[config.mk]
export PLATFORM = sky130hd
export DESIGN_NAME = mchp_device_flat
export DESIGN_NICKNAME = d
export VERILOG_FILES = /design/src/design/mchp_pkg.sv /design/src/design/mchp_if.sv /design/src/design/mchp_device.sv /design/src/flat_wrapper.sv
export SDC_FILE = /design/constraint.sdc
export NUM_CORES = 1
export LEC_CHECK = 0
export BUFFER_PORTS_ARGS = -buffer_cell sky130_fd_sc_hd__buf_2
export CORE_ASPECT_RATIO = 0.6
export CORE_MARGIN = 2
export CORE_UTILIZATION = 55
export CTS_BUF_LIST = sky130_fd_sc_hd__clkbuf_2 sky130_fd_sc_hd__clkbuf_4 sky130_fd_sc_hd__clkbuf_8
export DETAILED_ROUTE_END_ITERATION = 8
export GPL_TIMING_DRIVEN = 0
export PLACE_DENSITY = 0.7
export SETUP_SLACK_MARGIN = 0.3
export SLEW_MARGIN = 0
export SYNTH_ARGS = -nofsm -noshare
export SYNTH_HDL_FRONTEND = slang
export SYNTH_SLANG_ARGS = --single-unit
export TNS_END_PERCENT = 30
[constraint.sdc]
create_clock -name clk -period 2.65 [get_ports clk]
set_input_delay 0.53 -clock clk [delete_from_list [all_inputs] [get_ports clk]]
set_output_delay 0.53 -clock clk [all_outputs]
set_load 0.03 [all_outputs]
[src/design/mchp_pkg.sv]
/*
 Shared constants for the motion controller host port: bus widths, reset
 and busy timing, pulse modes. Assumes a single 20 MHz system clock.
*/
package mchp_pkg;
	localparam int CLK_HZ          = 20_000_000;
	localparam int NUM_AXES        = 4;
	localparam int ADDR_W          = 4;
	localparam int DATA_W          = 16;
	localparam int NUM_REGS        = 16;
	localparam int RESET_MIN_CLKS  = 5;
	localparam int TRIG_MIN_CLKS   = 5;
	localparam int BUSY_CLKS       = 3;
	localparam int FILT_CLKS       = 4;
	localparam int SPEED_W         = 16;
	localparam int CMD_REG         = 0;
	localparam logic [15:0] REG_RST = 16'h0000;
	localparam logic        MODE_TWO_PULSE = 1'b0;
	localparam logic        MODE_STEP_DIR  = 1'b1;
	typedef enum logic [1:0] {MCHP_IDLE, MCHP_WRLOW, MCHP_RDLOW} mchp_bus_t;
endpackage : mchp_pkg

[src/design/mchp_if.sv]
/*
 Pin-level carrier between the controller and its host.
 Assumes the testbench resolves data and interrupt wires from the enables.
*/
`timescale 1ns/100ps
interface mchp_if;
	import mchp_pkg::*;
	logic                  chipSelectLow;
	logic                  readStrobeLow;
	logic                  writeStrobeLow;
	logic [ADDR_W-1:0]     hostAddressLines;
	logic [DATA_W-1:0]     hostDataFromHost;
	logic                  hostDataHostOe;
	logic [DATA_W-1:0]     hostDataFromDev;
	logic                  hostDataDevOe;
	logic                  busWidthSelect;
	logic                  resetInputLow;
	logic                  extInterpTrigger;
	logic                  commandBusyLow;
	logic                  hostInterruptLowOe;
	logic                  sysClockOut;
	logic [NUM_AXES-1:0]   plusPulseOrStepOut;
	logic [NUM_AXES-1:0]   minusPulseOrDirectionOut;
	modport dev (
		input  chipSelectLow, readStrobeLow, writeStrobeLow, hostAddressLines,
		input  hostDataFromHost, hostDataHostOe, busWidthSelect, resetInputLow,
		input  extInterpTrigger,
		output hostDataFromDev, hostDataDevOe, commandBusyLow, hostInterruptLowOe,
		output sysClockOut, plusPulseOrStepOut, minusPulseOrDirectionOut
	);
	modport host (
		output chipSelectLow, readStrobeLow, writeStrobeLow, hostAddressLines,
		output hostDataFromHost, hostDataHostOe, busWidthSelect, resetInputLow,
		output extInterpTrigger,
		input  hostDataFromDev, hostDataDevOe, commandBusyLow, hostInterruptLowOe,
		input  sysClockOut, plusPulseOrStepOut, minusPulseOrDirectionOut
	);
endinterface : mchp_if

[src/design/mchp_device.sv]
/*
 Device end: asynchronous host port, register file, busy, interrupt,
 system clock divider, interpolation trigger and per-axis pulse outputs.
 Assumes pins arrive asynchronously and the host drives the other modport.
*/
`timescale 1ns/100ps
module mchp_device #(
	parameter int AXES = mchp_pkg::NUM_AXES
) (
	input  wire logic          clk,
	input  wire logic          sys_rst,
	mchp_if.dev                pins,
	input  wire logic [AXES-1:0] intCause,
	output logic               cmdStrobe,
	output logic [15:0]        cmdCode
);
	import mchp_pkg::*;

	logic [4:0] syncA;
	logic [4:0] syncB;
	always_ff @(posedge clk) begin
		syncA <= {pins.resetInputLow, pins.extInterpTrigger, pins.chipSelectLow,
			pins.readStrobeLow, pins.writeStrobeLow};
		syncB <= syncA;
	end
	wire rstPinLow = syncB[4];
	wire trigS     = syncB[3];
	wire wrS       = syncB[0];

	// reset needs more than five clocks low
	logic [3:0] rstCnt;
	logic       devRst;
	always_ff @(posedge clk) begin
		// Count only while the pin is held low
		if (sys_rst || rstPinLow)
			rstCnt <= 4'h0;
		else if (rstCnt != 4'(RESET_MIN_CLKS))
			rstCnt <= rstCnt + 4'h1;
	end
	wire rstNow = sys_rst || (rstPinLow == 1'b0 && rstCnt == 4'(RESET_MIN_CLKS));
	always_ff @(posedge clk)
		devRst <= rstNow;

	logic sclk;
	always_ff @(posedge clk) begin
		if (devRst || !rstPinLow)
			sclk <= 1'b0;
		else
			sclk <= ~sclk;
	end
	assign pins.sysClockOut = sclk;

	// write taken at strobe rise, data stable then
	logic wrPrev;
	always_ff @(posedge clk)
		wrPrev <= devRst ? 1'b1 : wrS;
	logic [ADDR_W-1:0] addrHold;
	logic [DATA_W-1:0] dataHold;
	always_ff @(posedge clk) begin
		// Bus held stable while strobe low, so sample late
		if (!wrS) begin
			addrHold <= pins.hostAddressLines;
			dataHold <= pins.hostDataFromHost;
		end
	end
	wire wrRise = wrS && !wrPrev;

	function automatic logic [ADDR_W-1:0] regIndex(input logic [ADDR_W-1:0] a,
		input logic wide);
		regIndex = wide ? {1'b0, a[ADDR_W-2:0]} : a;
	endfunction

	logic [15:0] regs [NUM_REGS];
	wire         wide = pins.busWidthSelect;
	wire [ADDR_W-1:0] wIdx = regIndex(addrHold, wide);
	logic [2:0]  busyCnt;
	wire         busy = busyCnt != 3'h0;
	wire         isCmd = wIdx == ADDR_W'(CMD_REG);
	wire         cmdTake = wrRise && isCmd && !busy;
	always_ff @(posedge clk) begin
		if (devRst) begin
			for (int i = 0; i < NUM_REGS; i++)
				regs[i] <= REG_RST;
		end else if (wrRise && (!isCmd || !busy)) begin
			regs[wIdx] <= wide ? dataHold : {8'h00, dataHold[7:0]};
		end
	end

	always_ff @(posedge clk) begin
		if (devRst)
			busyCnt <= 3'h0;
		else if (cmdTake)
			busyCnt <= 3'(BUSY_CLKS);
		else if (busy)
			busyCnt <= busyCnt - 3'h1;
	end
	assign pins.commandBusyLow = ~busy;
	always_ff @(posedge clk) begin
		cmdStrobe <= cmdTake && !devRst;
		cmdCode   <= devRst ? REG_RST : regs[CMD_REG];
	end

	wire [ADDR_W-1:0] rIdx = regIndex(pins.hostAddressLines, wide);
	logic [15:0] rdData;
	always_ff @(posedge clk)
		rdData <= devRst ? REG_RST : regs[rIdx];
	assign pins.hostDataFromDev = wide ? rdData : {8'h00, rdData[7:0]};
	// drive only selected read; pins direct to avoid bus fights
	assign pins.hostDataDevOe = !pins.chipSelectLow && !pins.readStrobeLow;

	// open drain interrupt, mask in register 1
	wire [15:0] intMask = regs[1];
	assign pins.hostInterruptLowOe = |(intCause & intMask[AXES-1:0]);

	logic [2:0] filtCnt;
	logic       trigF;
	always_ff @(posedge clk) begin
		if (devRst) begin
			filtCnt <= 3'(FILT_CLKS);
			trigF   <= 1'b1;
		end else if (trigS && filtCnt != 3'(FILT_CLKS)) begin
			filtCnt <= filtCnt + 3'h1;
		end else if (!trigS && filtCnt != 3'h0) begin
			filtCnt <= filtCnt - 3'h1;
		end else begin
			trigF <= filtCnt != 3'h0;
		end
	end
	logic trigPrev;
	always_ff @(posedge clk)
		trigPrev <= devRst ? 1'b1 : trigF;
	wire trigFall = trigPrev && !trigF;

	// Axis config: reg 2 mode bits, reg 3 direction, reg 4 enable, reg 5 speed
	wire [15:0] modeR = regs[2];
	wire [15:0] dirR  = regs[3];
	wire [15:0] runR  = regs[4];
	wire [15:0] divR  = regs[5];
	wire [15:0] interpR = regs[6];

	logic [AXES-1:0] pulse;
	logic [AXES-1:0] extPend;
	logic [SPEED_W-1:0] phase;
	always_ff @(posedge clk) begin
		if (devRst || phase >= divR)
			phase <= '0;
		else
			phase <= phase + SPEED_W'(1);
	end
	wire halfTick = phase >= divR;
	always_ff @(posedge clk) begin
		if (devRst) begin
			pulse   <= '0;
			extPend <= '0;
		end else begin
			for (int i = 0; i < AXES; i++) begin
				if (trigFall && interpR[i])
					extPend[i] <= 1'b1;
				if (halfTick) begin
					if (runR[i])
						pulse[i] <= ~pulse[i];
					else if (extPend[i] || pulse[i]) begin
						pulse[i]   <= ~pulse[i];
						extPend[i] <= trigFall && interpR[i] ? 1'b1 : pulse[i] ? 1'b0 : 1'b1;
					end else
						pulse[i] <= 1'b0;
				end
			end
		end
	end

	// two pulse split, step on plus pin
	for (genvar g = 0; g < AXES; g++) begin : g_out
		wire step = modeR[g] == MODE_STEP_DIR;
		assign pins.plusPulseOrStepOut[g] = step ? pulse[g] : pulse[g] && !dirR[g];
		assign pins.minusPulseOrDirectionOut[g] = step ? dirR[g] : pulse[g] && dirR[g];
	end
endmodule : mchp_device

[src/flat_wrapper.sv]
// flat-port wrapper written by rule: the top's interface ports become plain ports
module mchp_device_flat import mchp_pkg::*;
#(
	parameter int AXES = mchp_pkg::NUM_AXES
)
  (clk, sys_rst, intCause, cmdStrobe, cmdCode, pins_chipSelectLow, pins_readStrobeLow, pins_writeStrobeLow, pins_hostAddressLines, pins_hostDataFromHost, pins_hostDataHostOe, pins_busWidthSelect, pins_resetInputLow, pins_extInterpTrigger, pins_hostDataFromDev, pins_hostDataDevOe, pins_commandBusyLow, pins_hostInterruptLowOe, pins_sysClockOut, pins_plusPulseOrStepOut, pins_minusPulseOrDirectionOut);
  mchp_if pins_i ();
  input  wire logic clk;
  input  wire logic sys_rst;
  input  wire logic [AXES-1:0] intCause;
  output logic cmdStrobe;
  output logic [15:0] cmdCode;
  input wire logic [$bits(pins_i.chipSelectLow)-1:0] pins_chipSelectLow;
  input wire logic [$bits(pins_i.readStrobeLow)-1:0] pins_readStrobeLow;
  input wire logic [$bits(pins_i.writeStrobeLow)-1:0] pins_writeStrobeLow;
  input wire logic [$bits(pins_i.hostAddressLines)-1:0] pins_hostAddressLines;
  input wire logic [$bits(pins_i.hostDataFromHost)-1:0] pins_hostDataFromHost;
  input wire logic [$bits(pins_i.hostDataHostOe)-1:0] pins_hostDataHostOe;
  input wire logic [$bits(pins_i.busWidthSelect)-1:0] pins_busWidthSelect;
  input wire logic [$bits(pins_i.resetInputLow)-1:0] pins_resetInputLow;
  input wire logic [$bits(pins_i.extInterpTrigger)-1:0] pins_extInterpTrigger;
  output wire logic [$bits(pins_i.hostDataFromDev)-1:0] pins_hostDataFromDev;
  output wire logic [$bits(pins_i.hostDataDevOe)-1:0] pins_hostDataDevOe;
  output wire logic [$bits(pins_i.commandBusyLow)-1:0] pins_commandBusyLow;
  output wire logic [$bits(pins_i.hostInterruptLowOe)-1:0] pins_hostInterruptLowOe;
  output wire logic [$bits(pins_i.sysClockOut)-1:0] pins_sysClockOut;
  output wire logic [$bits(pins_i.plusPulseOrStepOut)-1:0] pins_plusPulseOrStepOut;
  output wire logic [$bits(pins_i.minusPulseOrDirectionOut)-1:0] pins_minusPulseOrDirectionOut;
  assign pins_i.chipSelectLow = pins_chipSelectLow;
  assign pins_i.readStrobeLow = pins_readStrobeLow;
  assign pins_i.writeStrobeLow = pins_writeStrobeLow;
  assign pins_i.hostAddressLines = pins_hostAddressLines;
  assign pins_i.hostDataFromHost = pins_hostDataFromHost;
  assign pins_i.hostDataHostOe = pins_hostDataHostOe;
  assign pins_i.busWidthSelect = pins_busWidthSelect;
  assign pins_i.resetInputLow = pins_resetInputLow;
  assign pins_i.extInterpTrigger = pins_extInterpTrigger;
  assign pins_hostDataFromDev = pins_i.hostDataFromDev;
  assign pins_hostDataDevOe = pins_i.hostDataDevOe;
  assign pins_commandBusyLow = pins_i.commandBusyLow;
  assign pins_hostInterruptLowOe = pins_i.hostInterruptLowOe;
  assign pins_sysClockOut = pins_i.sysClockOut;
  assign pins_plusPulseOrStepOut = pins_i.plusPulseOrStepOut;
  assign pins_minusPulseOrDirectionOut = pins_i.minusPulseOrDirectionOut;
  mchp_device #(.AXES(AXES)) u_core (.clk(clk), .sys_rst(sys_rst), .pins(pins_i), .intCause(intCause), .cmdStrobe(cmdStrobe), .cmdCode(cmdCode));
endmodule
-- Word level (Yosys, flattened, before mapping)
Memory sizes are Yosys's and may differ from the RTL's. A register that Yosys moved wholly into a read port is not among the register bits.
Cells that the tools add are included.
- add/subtract/negate cells: 5
- multipliers: 0
- div/mod/pow operators: 0
- magnitude comparators: 1
- equal/unequal tests: 3
- shift operators: 0
- muxes and demuxes: 56
- bitwise operators: 10
- reduce and logical (&&, ||, !) cells: 53
- operators with widths (operator ; count):
    $mux 16 ; 3
    $mux 1 ; 46
    $logic_and 1x1->1 ; 22
    $add 16x1->16 const B ; 1
    $ge 16x16->1 ; 1
    $reduce_or 16->1 ; 1
    $logic_not 1->1 ; 13
    $mux 4 ; 3
    $logic_or 1x1->1 ; 9
    $not 1->1 ; 9
    $mux 3 ; 2
    $reduce_bool 3->1 ; 2
    $sub 3x1->3 const B ; 2
    $add 4x1->4 const B ; 1
    $and 4x4->4 ; 1
    $eq 4x3->1 const B ; 1
    $logic_not 4->1 ; 1
    $mux 2 ; 2
    $ne 4x3->1 const B ; 1
    $reduce_bool 2->1 ; 2
    $reduce_or 4->1 ; 1
    $add 3x1->3 const B ; 1
    $ne 3x3->1 const B ; 1
    $reduce_and 2->1 ; 1
    $reduce_or 2->1 ; 1
- register bits: 70
- latch bits: 0
- bits in writable memories: 256
- memory bits (read-only): 0
- bits of input ports: 33
- output and inout bits: 45
- word-level logic and storage cells: 146
- memories kept: 1
- memory list (memory ; words ; bits a word ; rd ports ; clocked after memory_dff ; write ports ; RTL line ; text):
    u_core.regs ; 16 ; 16 ; 8 ; 2 ; 16 ; mchp_device.sv:73 ; logic [15:0] regs [NUM_REGS];

-- Logic depth before layout (Yosys ltp)
Gate-level depths: netlist of run 1.
- word-level depth: 10
- gate-level depth with buffers: 9
- depth with buffers taken out: 8

-- Worst setup path before layout of run 1
No wires, ideal clock.
- kind: input port to flip-flop
- start: input pins_busWidthSelect
- end: memory u_core.regs[12][0], enable pin
- setup time: 0.334 ns
- arrival time: 1.921 ns
- required time: 2.316 ns
- slack: 0.395 ns
- stages: 5
- path buffers: 1
- cells stage by stage: buf_2 > nor2b_1 > nand2_1 > nor4_1 > or2_2
- RTL lines (what ; RTL line ; text):
    from (decl) ; flat_wrapper.sv:19 ; input wire logic [$bits(pins_i.busWidthSelect)-1:0] pins_busWidthSelect;
    to (decl) ; mchp_device.sv:73 ;

-- Worst setup path after layout of run 1
- start: input pins_hostAddressLines[2]
- end: register u_core.rdData[3] (read register of u_core.regs)
- cells in the longest elaborated chain, start to end: 1
- ends and longest elaborated chain (what ; RTL line ; text):
    from (decl) ; flat_wrapper.sv:16 ; input wire logic [$bits(pins_i.hostAddressLines)-1:0] pins_hostAddressLines;
    $mux 4 ; mchp_device.sv:70 ; regIndex = wide ? {1'b0, a[ADDR_W-2:0]} : a;
    to (decl) ; mchp_device.sv:104 ; logic [15:0] rdData;
No other way between the ends.
A chain may end at the register's enable or synchronous reset.

==> run_results.csv, run 1 <==
group,metric,value,unit
status,status,"finished, final reports clean",
floorplanning,start_util,56.2,%
synth,async_flop_share,0,%
clocking,path_clk_slew,60,ps
drt,route.detailed.drc,0,
sta,tightest_slew,985,ps
worst_setup_path,critPathMaxStageDelay,780,ps
layout,post-route-util,64.9,%
drt,num_vias,8990,
global_route,grt_use_total,26.0,%
drt,wl,36.3,mm
sta,setup_viol,0,
global_route,grt-ovfl-total,0,
floorplanning,die_area,0.0285,sq mm
synth,syn_area_per_cell,14.9,sq um
worst_setup_path,cp.depth,6,
worst_setup_path,cp.buffers_inverters,3,
sta,relSlewSlack,34.3,%
worst_setup_path,worst-endpoint-arrival,2870,ps
min_path,hold_class,"input pin to flop",
drt,first_pass_iters,7,
global_route,grt_pass1_vias,8552,
floorplanning,rows,46,
worst_setup_path,end_kind,"flop",
synth,ys_warn_count,0,
synth,netlist_top_cells_area,"edfxtp_1 (56%), mux4_2 (12%), dfxtp_1 (10%), and2_1 (3.4%), nor2_1 (2.5%)",
synth,ys_seq_elements,354,
sta,skew,27.1,ps
placement,dp_hpwl,25.4,mm
sta,max_freq,0.408,GHz
sta,worst_hold_slack,32.4,ps
sta,fin_tns_setup,0,ps
synth,synth_edf_count,276,
worst_setup_path,rrSetupSlack,250,ps
synth,yosysSeqAreaShare,66.0,%
worst_setup_path,critPathCapture,"u_core.rdData[3]$_SDFF_PP0_",
placement,dpl.cell_count,1498,
worst_setup_path,cp_top_family,"buffers and inverters",
sta,min_period_over_period,92.5,%
clocking,cts_buffer_depth,3,
drt,avgViaCountPerCell,5.64,
drt,drt-initial-drc-count,1136,
global_route,antenna_found_initial,1,
clocking,cts.sinks,354,
floorplanning,die_h,132,um
worst_setup_path,worstSetupStartpoint,"pins_hostAddressLines[2]",
clocking,postCtsSetupBuffers,0,
placement,gp_congestion,0.885,
clocking,clkLatencyLatePin,610,ps
worst_setup_path,critPathRequiredTime,3070,ps
synth,syn_area,0.0149,sq mm
power_and_ir_drop,vdd_ir_drop_max,0.000477,V
worst_setup_path,r2r_start,"u_core.devRst$_DFF_P_",
global_route,grt_pass1_wl,53.6,mm
synth,synth_cell_type_count,44,
clocking,cts_buffers,50,
worst_setup_path,start_kind,"input pin",
worst_setup_path,r2r_end,"u_core.regs[14][4]$_SDFFCE_PN0P_",
worst_setup_path,cp_max_fo,10,
drt,final_antenna_net_count,0,
worst_setup_path,cp_slowest_cell,"clkbuf_1",
clocking,cts_root_buffer,"clkbuf_8",
power_and_ir_drop,total_power,12.1,mW
job,max_cap_violations,0,
sta,period_minus_slack,2450,ps
power_and_ir_drop,p_leak,6.71,nW
layout,layoutNonFillerInstCount,1593,
layout,multi_input_area,0.00504,sq mm
sta,final_hold_viol_count,0,
layout,nNetsFinal,1246,
worst_setup_path,crit_chain,"buf_2 -> buf_2 -> clkbuf_1 -> mux4_2 -> mux4_2 -> nor2b_1",
clocking,h-tree-depth,2,
global_route,grt_max_degree,21,
floorplanning,boundaryPins,78,
layout,nFillCells,1949,
floorplanning,die_x,217,um
sta,report.final.slew_viol_count,0,
layout,drive_gt1_share,25.2,%
worst_setup_path,path_class,"input pin to flop",
min_path,hold_depth,1,
power_and_ir_drop,cellPowerDensity,701,mW/mm^2
synth,yosysTopAreaCell,"edfxtp_1",
worst_setup_path,reg2reg_depth,5,
floorplanning,core_area,0.0265,sq mm
synth,syn_inst,1000,
clocking,cts_tree,"done",
placement,io_buffers,75,
drt,wl_per_cell,22.8,um
layout,antennaDiodeCount,0,
sta,rsz0062_at_grt,"true",
layout,ff_latch_area,0.00985,sq mm
synth,yosysTopAreaCellShare,55.6,%
synth,synth_flop_cell,"edfxtp_1",
clocking,ctsHoldBuffers,0,
layout,synthToLayoutAreaGrowth,15.5,%
## final cells by class
type	count	share of cell area, %
sequential	354	57.2
multi-input combinational	620	29.3
clock buffer	81	5.78
tap	360	2.61
timing repair buffer	75	2.18
buffer	60	1.82
inverter	30	0.675
clock inverter	13	0.501
## timing repair
item	CTS	global route
resized for setup	33	15
endpoints found under the hold margin	0	0
setup endpoints to repair	335	319
gates cloned	1	0
## Yosys cell counts, types with 11 or more instances
cell,count
dfxtp_1,78
nor2_1,100
nand2b_1,20
or2_2,11
nor2b_1,38
ha_1,21
a21oi_1,22
edfxtp_1,276
nand2_1,30
nor3_1,11
inv_1,30
mux4_2,80
and2_1,80
clkbuf_1,31
and3_1,58
## cell families after synthesis
family	synth area share, %
compound gates	2.52
mux	12.4
flops	66.0
simple gates	13.4
fa+ha+maj	1.90
other cells	0.0251
buf+inv	2.84
xor+xnor	0.881
## per-layer routing
layer	track usage [%]	vias to the layer above	routed length [um]
met5	0	-	0
met4	6.09	0	617
met3	8.10	59	4540
met2	34.3	472	14800
met1	41.7	4440	16400
li1	-	4019	-
## state kept, by name, summed over array words and instances, names as in the netlist
register and cells:
u_core.addrHold 4, u_core.busyCnt 3, u_core.cmdCode 16, u_core.cmdStrobe 1, u_core.dataHold 16, u_core.devRst 1, u_core.extPend 4, u_core.filtCnt 3
u_core.phase 16, u_core.pins.sysClockOut 1, u_core.pulse 4, u_core.rdData 16, u_core.regs 256, u_core.rstCnt 4, u_core.syncA 3, u_core.syncB 3
u_core.trigF 1, u_core.trigPrev 1, u_core.wrPrev 1
## power by group
group / internal (mW) / switching, mW
clock: 2.48 / 2.10
combinational: 0.435 / 0.676
sequential: 6.26 / 0.143
## worst min-delay path by stage
| stage | from | end |
|---|---|---|
| 6_report | pins_resetInputLow | u_core.syncA[4]$_DFF_P_ |
| 2_1_floorplan | u_core.syncA[0]$_DFF_P_ | u_core.syncB[0]$_DFF_P_ |
| 4_1_cts | pins_extInterpTrigger | u_core.syncA[3]$_DFF_P_ |
| 3_3_place_gp | u_core.syncA[4]$_DFF_P_ | u_core.syncB[4]$_DFF_P_ |
| 5_1_grt | pins_extInterpTrigger | u_core.syncA[3]$_DFF_P_ |
| 3_5_place_dp | u_core.syncA[0]$_DFF_P_ | u_core.syncB[0]$_DFF_P_ |
## stage by stage
stage	area, sq um	setup slack, ps
3_5_place_dp	16000	-743
4_1_cts	17200	175
3_3_place_gp	16000	-681
5_1_grt	17200	164
2_1_floorplan	15200	395
6_report	17200	200
## placed cells by master (no fill, tap or decap), types with 7 or more instances in the layout
master	netlist	final
clkbuf_4	0	19
nand2b_4	0	7
conb_1	1	64
nand2b_1	20	13
nand2_1	30	24
mux4_2	80	80
ha_1	21	21
edfxtp_1	276	276
a21oi_1	22	22
and2_1	80	80
nand3_1	9	8
inv_1	30	29
and3_1	58	58
xnor2_1	9	9
clkbuf_8	0	62
nor2_1	100	94
buf_4	10	10
nor2b_1	38	38
clkinv_2	0	9
o21ai_0	9	9
a211oi_1	8	8
clkbuf_1	31	29
nor3_1	11	7
dfxtp_1	78	78
buf_2	8	83
No activity file was read; power rests on OpenSTA's default activity.
==> run 2: changes to the inputs <==
--- a/config.mk
+++ b/config.mk
@@ -7,7 +7,6 @@
 export LEC_CHECK = 0
 export BUFFER_PORTS_ARGS = -buffer_cell sky130_fd_sc_hd__buf_2
 export CORE_ASPECT_RATIO = 0.6
-export CORE_MARGIN = 2
 export CORE_UTILIZATION = 55
 export CTS_BUF_LIST = sky130_fd_sc_hd__clkbuf_2 sky130_fd_sc_hd__clkbuf_4 sky130_fd_sc_hd__clkbuf_8
 export DETAILED_ROUTE_END_ITERATION = 8
==> run 2 against run 1 <==
Clock-buffer cell count rose by 5. Maximum frequency about the same. Sequential share of layout area is 0.51 points lower. Utilization grew 0.58 points. Non-clock buffer count increased by 7. Power up 1.2%. Clock skew shrank 8.7 ps. Sequential cell count unchanged. Combinational power is essentially flat. Highest routed layer is now met5.
==> run_results.csv, run 2 (synthesis results as in run 1) <==
group,metric,value,unit
clocking,ctsHoldBuffers,0,
floorplanning,die_area,0.0278,sq mm
drt,route.detailed.drc,0,
layout,layoutNonFillerInstCount,1600,
layout,final_cell_mix,"edfxtp_1 (276), nor2_1 (94), buf_2 (83), and2_1 (80), mux4_2 (80)",
clocking,cts_buffer_depth,3,
power_and_ir_drop,total_power,12.2,mW
worst_setup_path,cp_max_fo,16,
floorplanning,start_util,56.2,%
clocking,path_clk_slew,70,ps
worst_setup_path,start_kind,"flop",
sta,min_period_over_period,92.4,%
worst_setup_path,worst-endpoint-arrival,2720,ps
placement,dpl.cell_count,1498,
drt,drt-initial-drc-count,1026,
floorplanning,die_h,130,um
sta,setup_viol,0,
sta,worst_hold_slack,38.2,ps
worst_setup_path,r2r_end,"u_core.regs[6][10]$_SDFFCE_PN0P_",
floorplanning,die_x,215,um
layout,stdcell_area,0.0174,sq mm
placement,dp_hpwl,25.3,mm
global_route,grt-ovfl-total,0,
drt,wl,36.4,mm
sta,max_freq,0.408,GHz
clocking,clkLatencyLatePin,600,ps
layout,largest_register_ffs,256,
drt,final_antenna_net_count,0,
min_path,hold_class,"input pin to flop",
floorplanning,core_area,0.0265,sq mm
worst_setup_path,critPathCapture,"u_core.regs[6][10]$_SDFFCE_PN0P_",
worst_setup_path,r2r_start,"u_core.devRst$_DFF_P_",
drt,wl_per_cell,22.7,um
layout,nFillCells,1946,
sta,fin_tns_setup,0,ps
worst_setup_path,path_class,"flop to flop",
global_route,grt_pass1_wl,54.1,mm
placement,dpl_cell_area,0.0160,sq mm
job,max_cap_violations,0,
status,status,"finished, final reports clean",
clocking,cts_root_buffer,"clkbuf_8",
sta,skew,18.4,ps
sta,relSlewSlack,34.3,%
layout,top_register,"u_core.regs",
power_and_ir_drop,p_leak,6.77,nW
sta,final_hold_viol_count,0,
sta,period_minus_slack,2450,ps
floorplanning,rows,46,
drt,avgViaCountPerCell,5.65,
global_route,grt_max_degree,21,
placement,io_buffers,75,
worst_setup_path,rrSetupSlack,200,ps
power_and_ir_drop,cellPowerDensity,703,mW/mm^2
worst_setup_path,worstSetupStartpoint,"u_core.devRst$_DFF_P_",
clocking,h-tree-depth,2,
worst_setup_path,critPathRequiredTime,2920,ps
sta,rsz0062_at_grt,"true",
layout,synthToLayoutAreaGrowth,16.6,%
placement,gp_congestion,0.856,
sta,report.final.slew_viol_count,0,
clocking,cts.sinks,354,
global_route,antenna_found_initial,1,
drt,num_vias,9043,
global_route,grt_use_total,27.1,%
drt,first_pass_iters,5,
worst_setup_path,reg2reg_depth,6,
layout,final_common_cell,"edfxtp_1",
layout,nNetsFinal,1253,
layout,drive_gt1_share,25.2,%
power_and_ir_drop,vdd_ir_drop_max,0.000417,V
global_route,grt_pass1_vias,8693,
sta,tightest_slew,985,ps
floorplanning,boundaryPins,78,
clocking,cts_tree,"done",
clocking,cts_buffers,50,
worst_setup_path,end_kind,"flop",
run 2: changes by cell type in the layout (fill, tap and decap cells not counted), moves of 2 or more:
cell | before | now
nand2_2 | 6 | 3
nor2_4 | 1 | 4
clkinv_2 | 9 | 3
buf_12 | 0 | 5
buf_4 | 10 | 12
clkbuf_1 | 29 | 31
nand2_1 | 24 | 27
clkbuf_2 | 2 | 0
nor2_2 | 5 | 2
clkbuf_8 | 62 | 67
run 2: metrics by stage:
step | util [%] | setup WS, ps
6_report | 65.5 | 200
5_1_grt | 65.5 | 106
4_1_cts | 65.3 | 142
3_5_place_dp | 60.2 | -720
3_3_place_gp | 60.2 | -645
2_1_floorplan | - | 395
run 2: how the worst min path moves through the flow:
| stage | startpoint | end | slack, ps | depth (start not counted) |
|---|---|---|---|---|
| 2_1_floorplan | u_core.syncA[0]$_DFF_P_ | u_core.syncB[0]$_DFF_P_ | 310 | 0 |
| 3_3_place_gp | u_core.syncA[4]$_DFF_P_ | u_core.syncB[4]$_DFF_P_ | 310 | 0 |
| 3_5_place_dp | u_core.syncA[4]$_DFF_P_ | u_core.syncB[4]$_DFF_P_ | 310 | 0 |
| 4_1_cts | pins_writeStrobeLow | u_core.syncA[0]$_DFF_P_ | 10 | 1 |
| 5_1_grt | pins_writeStrobeLow | u_core.syncA[0]$_DFF_P_ | 30 | 1 |
| 6_report | pins_writeStrobeLow | u_core.syncA[0]$_DFF_P_ | 40 | 1 |
run 2: area by class of cell:
| class | instances | area, sq um | share of cell area [%] |
|---|---|---|---|
| Inverter | 30 | 113 | 0.648 |
| Timing Repair Buffer | 82 | 490 | 2.82 |
| Clock buffer | 86 | 1060 | 6.12 |
| Tap cell | 360 | 450 | 2.59 |
| Antenna cell | 1 | 2.50 | 0.0144 |
| Multi-Input combinational cell | 620 | 5050 | 29.0 |
| Sequential cell | 354 | 9850 | 56.7 |
| Clock inverter | 7 | 56.3 | 0.324 |
| Buffer | 60 | 310 | 1.78 |
run 2: timing repair:
action	4_1_cts	5_1_grt
resized for setup	28	16
pin swaps	1	0
setup endpoints to repair	316	297
setup buffers	7	0
cloned	0	1
run 2: per-layer routing:
metal  vias up  routed length, um  GRT usage, %
li1       4032                  -             -
met3        55               4620          8.92
met2       445              15200          37.9
met1      4509              16000          41.0
met4         2                578          6.47
met5         -                  8             0
run 2: where the power goes:
part           switching (mW)  leakage [nW]  total (mW)  internal, mW
logic                   0.685          2.73        1.14         0.452
registers               0.143          3.44        6.40          6.26
clock network            2.08         0.600        4.70          2.62
run 2: worst max-delay path, stage by stage, from the launching register on:
cell      delay, ps
dfxtp_1         300
clkbuf_1        300
nand2b_1        250
buf_2           240
nor2_4          320
nand2_1         340
nand2b_4        350
==> run 3: changes to the inputs <==
--- a/config.mk
+++ b/config.mk
@@ -6,12 +6,14 @@
 export NUM_CORES = 1
 export LEC_CHECK = 0
 export BUFFER_PORTS_ARGS = -buffer_cell sky130_fd_sc_hd__buf_2
+export CELL_PAD_IN_SITES_DETAIL_PLACEMENT = 1
+export CELL_PAD_IN_SITES_GLOBAL_PLACEMENT = 2
 export CORE_ASPECT_RATIO = 0.6
-export CORE_UTILIZATION = 55
+export CORE_UTILIZATION = 46
 export CTS_BUF_LIST = sky130_fd_sc_hd__clkbuf_2 sky130_fd_sc_hd__clkbuf_4 sky130_fd_sc_hd__clkbuf_8
 export DETAILED_ROUTE_END_ITERATION = 8
 export GPL_TIMING_DRIVEN = 0
-export PLACE_DENSITY = 0.7
+export PLACE_DENSITY = 0.78
 export SETUP_SLACK_MARGIN = 0.3
 export SLEW_MARGIN = 0
 export SYNTH_ARGS = -nofsm -noshare
==> run 3 against run 2 <==
Non-clock buffer count is the same. Sequential share of layout area fell by 0.063 points. Utilization down 10 points. Sequential power barely moved. Critical path depth did not move. Clock-buffer cell count fell by 5. Maximum frequency shrank 1.9%. Sequential cell count unchanged. Critical endpoint is now u_core.rdData[0]$_SDFF_PP0_.
==> run_results.csv, run 3 (synthesis results as in run 1) <==
group,metric,value,unit
placement,dpl.cell_count,1554,
clocking,cts_buffers,53,
floorplanning,start_util,47.3,%
placement,dp_hpwl,27.9,mm
placement,io_buffers,75,
drt,first_pass_iters,4,
worst_setup_path,cp_slowest_cell,"buf_1",
min_path,hold_depth,1,
sta,relSlewSlack,24.1,%
worst_setup_path,critPathMaxStageDelay,810,ps
placement,gp_congestion,0.807,
global_route,grt_max_degree,21,
drt,wl,39.1,mm
floorplanning,boundaryPins,78,
worst_setup_path,start_kind,"input pin",
status,status,"finished, final reports clean",
worst_setup_path,crit_chain,"buf_2 -> buf_2 -> buf_1 -> mux4_2 -> mux4_2 -> nor2b_1",
floorplanning,rows,50,
floorplanning,die_x,234,um
drt,route.detailed.drc,0,
layout,synthToLayoutAreaGrowth,16.7,%
drt,drt-initial-drc-count,787,
drt,num_vias,9105,
layout,nNetsFinal,1255,
floorplanning,core_area,0.0315,sq mm
clocking,clkLatencyLatePin,600,ps
drt,avgViaCountPerCell,5.49,
worst_setup_path,cp_max_fo,10,
worst_setup_path,reg2reg_depth,4,
min_path,hold_end,"u_core.syncA[3]$_DFF_P_",
clocking,cts_root_buffer,"clkbuf_8",
sta,period_minus_slack,2500,ps
layout,top_register,"u_core.regs",
clocking,cts.sinks,354,
worst_setup_path,rrSetupSlack,280,ps
power_and_ir_drop,cellPowerDensity,696,mW/mm^2
worst_setup_path,r2r_end,"u_core.regs[11][11]$_SDFFCE_PN0P_",
layout,layoutNonFillerInstCount,1657,
global_route,grt_pass1_wl,59.0,mm
global_route,grt_use_total,24.8,%
global_route,antenna_found_initial,0,
worst_setup_path,r2r_start,"u_core.addrHold[3]$_DFFE_PN_",
sta,min_period_over_period,94.2,%
floorplanning,die_area,0.0332,sq mm
layout,largest_register_ffs,256,
drt,final_antenna_net_count,0,
worst_setup_path,critPathRequiredTime,3050,ps
worst_setup_path,worst-endpoint-arrival,2900,ps
layout,final_cell_mix,"edfxtp_1 (276), nor2_1 (94), buf_2 (80), and2_1 (80), mux4_2 (80)",
worst_setup_path,path_class,"input pin to flop",
sta,setup_viol,0,
layout,antennaDiodeCount,0,
sta,fin_tns_setup,0,ps
power_and_ir_drop,vdd_ir_drop_max,0.000410,V
sta,tightest_slew,1140,ps
clocking,path_clk_slew,70,ps
clocking,cts_buffer_depth,3,
power_and_ir_drop,p_leak,6.74,nW
clocking,h-tree-depth,2,
drt,wl_per_cell,23.6,um
sta,rsz0062_at_grt,"true",
min_path,hp-start,"pins_extInterpTrigger",
sta,max_freq,0.401,GHz
layout,final_common_cell,"edfxtp_1",
layout,nFillCells,3120,
min_path,hold_class,"input pin to flop",
sta,skew,23.4,ps
global_route,grt-ovfl-total,0,
job,max_cap_violations,0,
sta,report.final.slew_viol_count,0,
clocking,cts_tree,"done",
global_route,grt_pass1_vias,9362,
worst_setup_path,end_kind,"flop",
floorplanning,die_h,141,um
layout,drive_gt1_share,26.2,%
sta,final_hold_viol_count,0,
[run 3: layer usage]
| metal | part of all wire [%] | wire length (um) | global-route usage [%] | up-vias |
|---|---|---|---|---|
| met5 | 0 | 0 | 0 | - |
| met4 | 1.8 | 719 | 6.01 | 0 |
| met3 | 6.4 | 2500 | 4.42 | 57 |
| met2 | 44 | 17100 | 36.5 | 310 |
| met1 | 48 | 18700 | 38.0 | 4688 |
| li1 | - | - | - | 4050 |
[run 3: timing repair]
action / 4_1_cts / 5_1_grt
gates resized for setup: 51 / 19
hold buffers: 1 / 0
pin swaps: 1 / 2
hold endpoints to repair: 1 / 0
setup buffers: 1 / 5
setup endpoints to repair: 388 / 191
[run 3: cell type report]
cell class | instances | area [sq um] | area share, %
sequential | 354 | 9850 | 56.6
tap | 416 | 520 | 2.99
buffer | 60 | 327 | 1.88
timing repair buffer | 82 | 430 | 2.47
inverter | 30 | 116 | 0.668
clock buffer | 81 | 977 | 5.61
multi-input combinational | 619 | 5090 | 29.3
clock inverter | 15 | 92.6 | 0.532
[run 3: worst max path at each step]
stage                                           startpoint                                 to  slack (ps)  depth (start not counted)
after floorplan                        pins_busWidthSelect   u_core.regs[12][0]$_SDFFCE_PN0P_         400                          5
after global placement                 pins_busWidthSelect  u_core.regs[12][11]$_SDFFCE_PN0P_        -910                          5
after detailed placement               pins_busWidthSelect   u_core.regs[12][8]$_SDFFCE_PN0P_        -930                          5
after CTS                 u_core.regs[5][15]$_SDFFCE_PN0P_        u_core.phase[13]$_SDFF_PP0_         220                          9
after global routing              pins_hostAddressLines[2]        u_core.rdData[1]$_SDFF_PP0_         180                          6
final                             pins_hostAddressLines[2]        u_core.rdData[0]$_SDFF_PP0_         150                          6
[run 3: power by group]
part	leakage [nW]	internal (mW)	switching, mW
Combinational	2.72	0.442	0.688
Clock	0.578	2.44	2.14
Sequential	3.44	6.26	0.148
[run 3: worst max-delay path: cells and delay by family]
kind	cells	cell delay, ps
AND/OR/NAND/NOR	1	200
buffers and inverters	3	1240
multiplexers	2	910
[run 3: stage by stage]
step	setup slack, ps	total power, mW	hold slack [ps]	util [%]	cell area [sq um]
3_3_place_gp	-910	7.58	311	50.9	16000
6_report	154	12.1	36.4	55.2	17400
3_5_place_dp	-928	7.62	313	50.9	16000
2_1_floorplan	395	7.20	310	-	15200
4_1_cts	215	12.2	10.7	54.9	17300
5_1_grt	180	12.6	14.5	55.2	17400
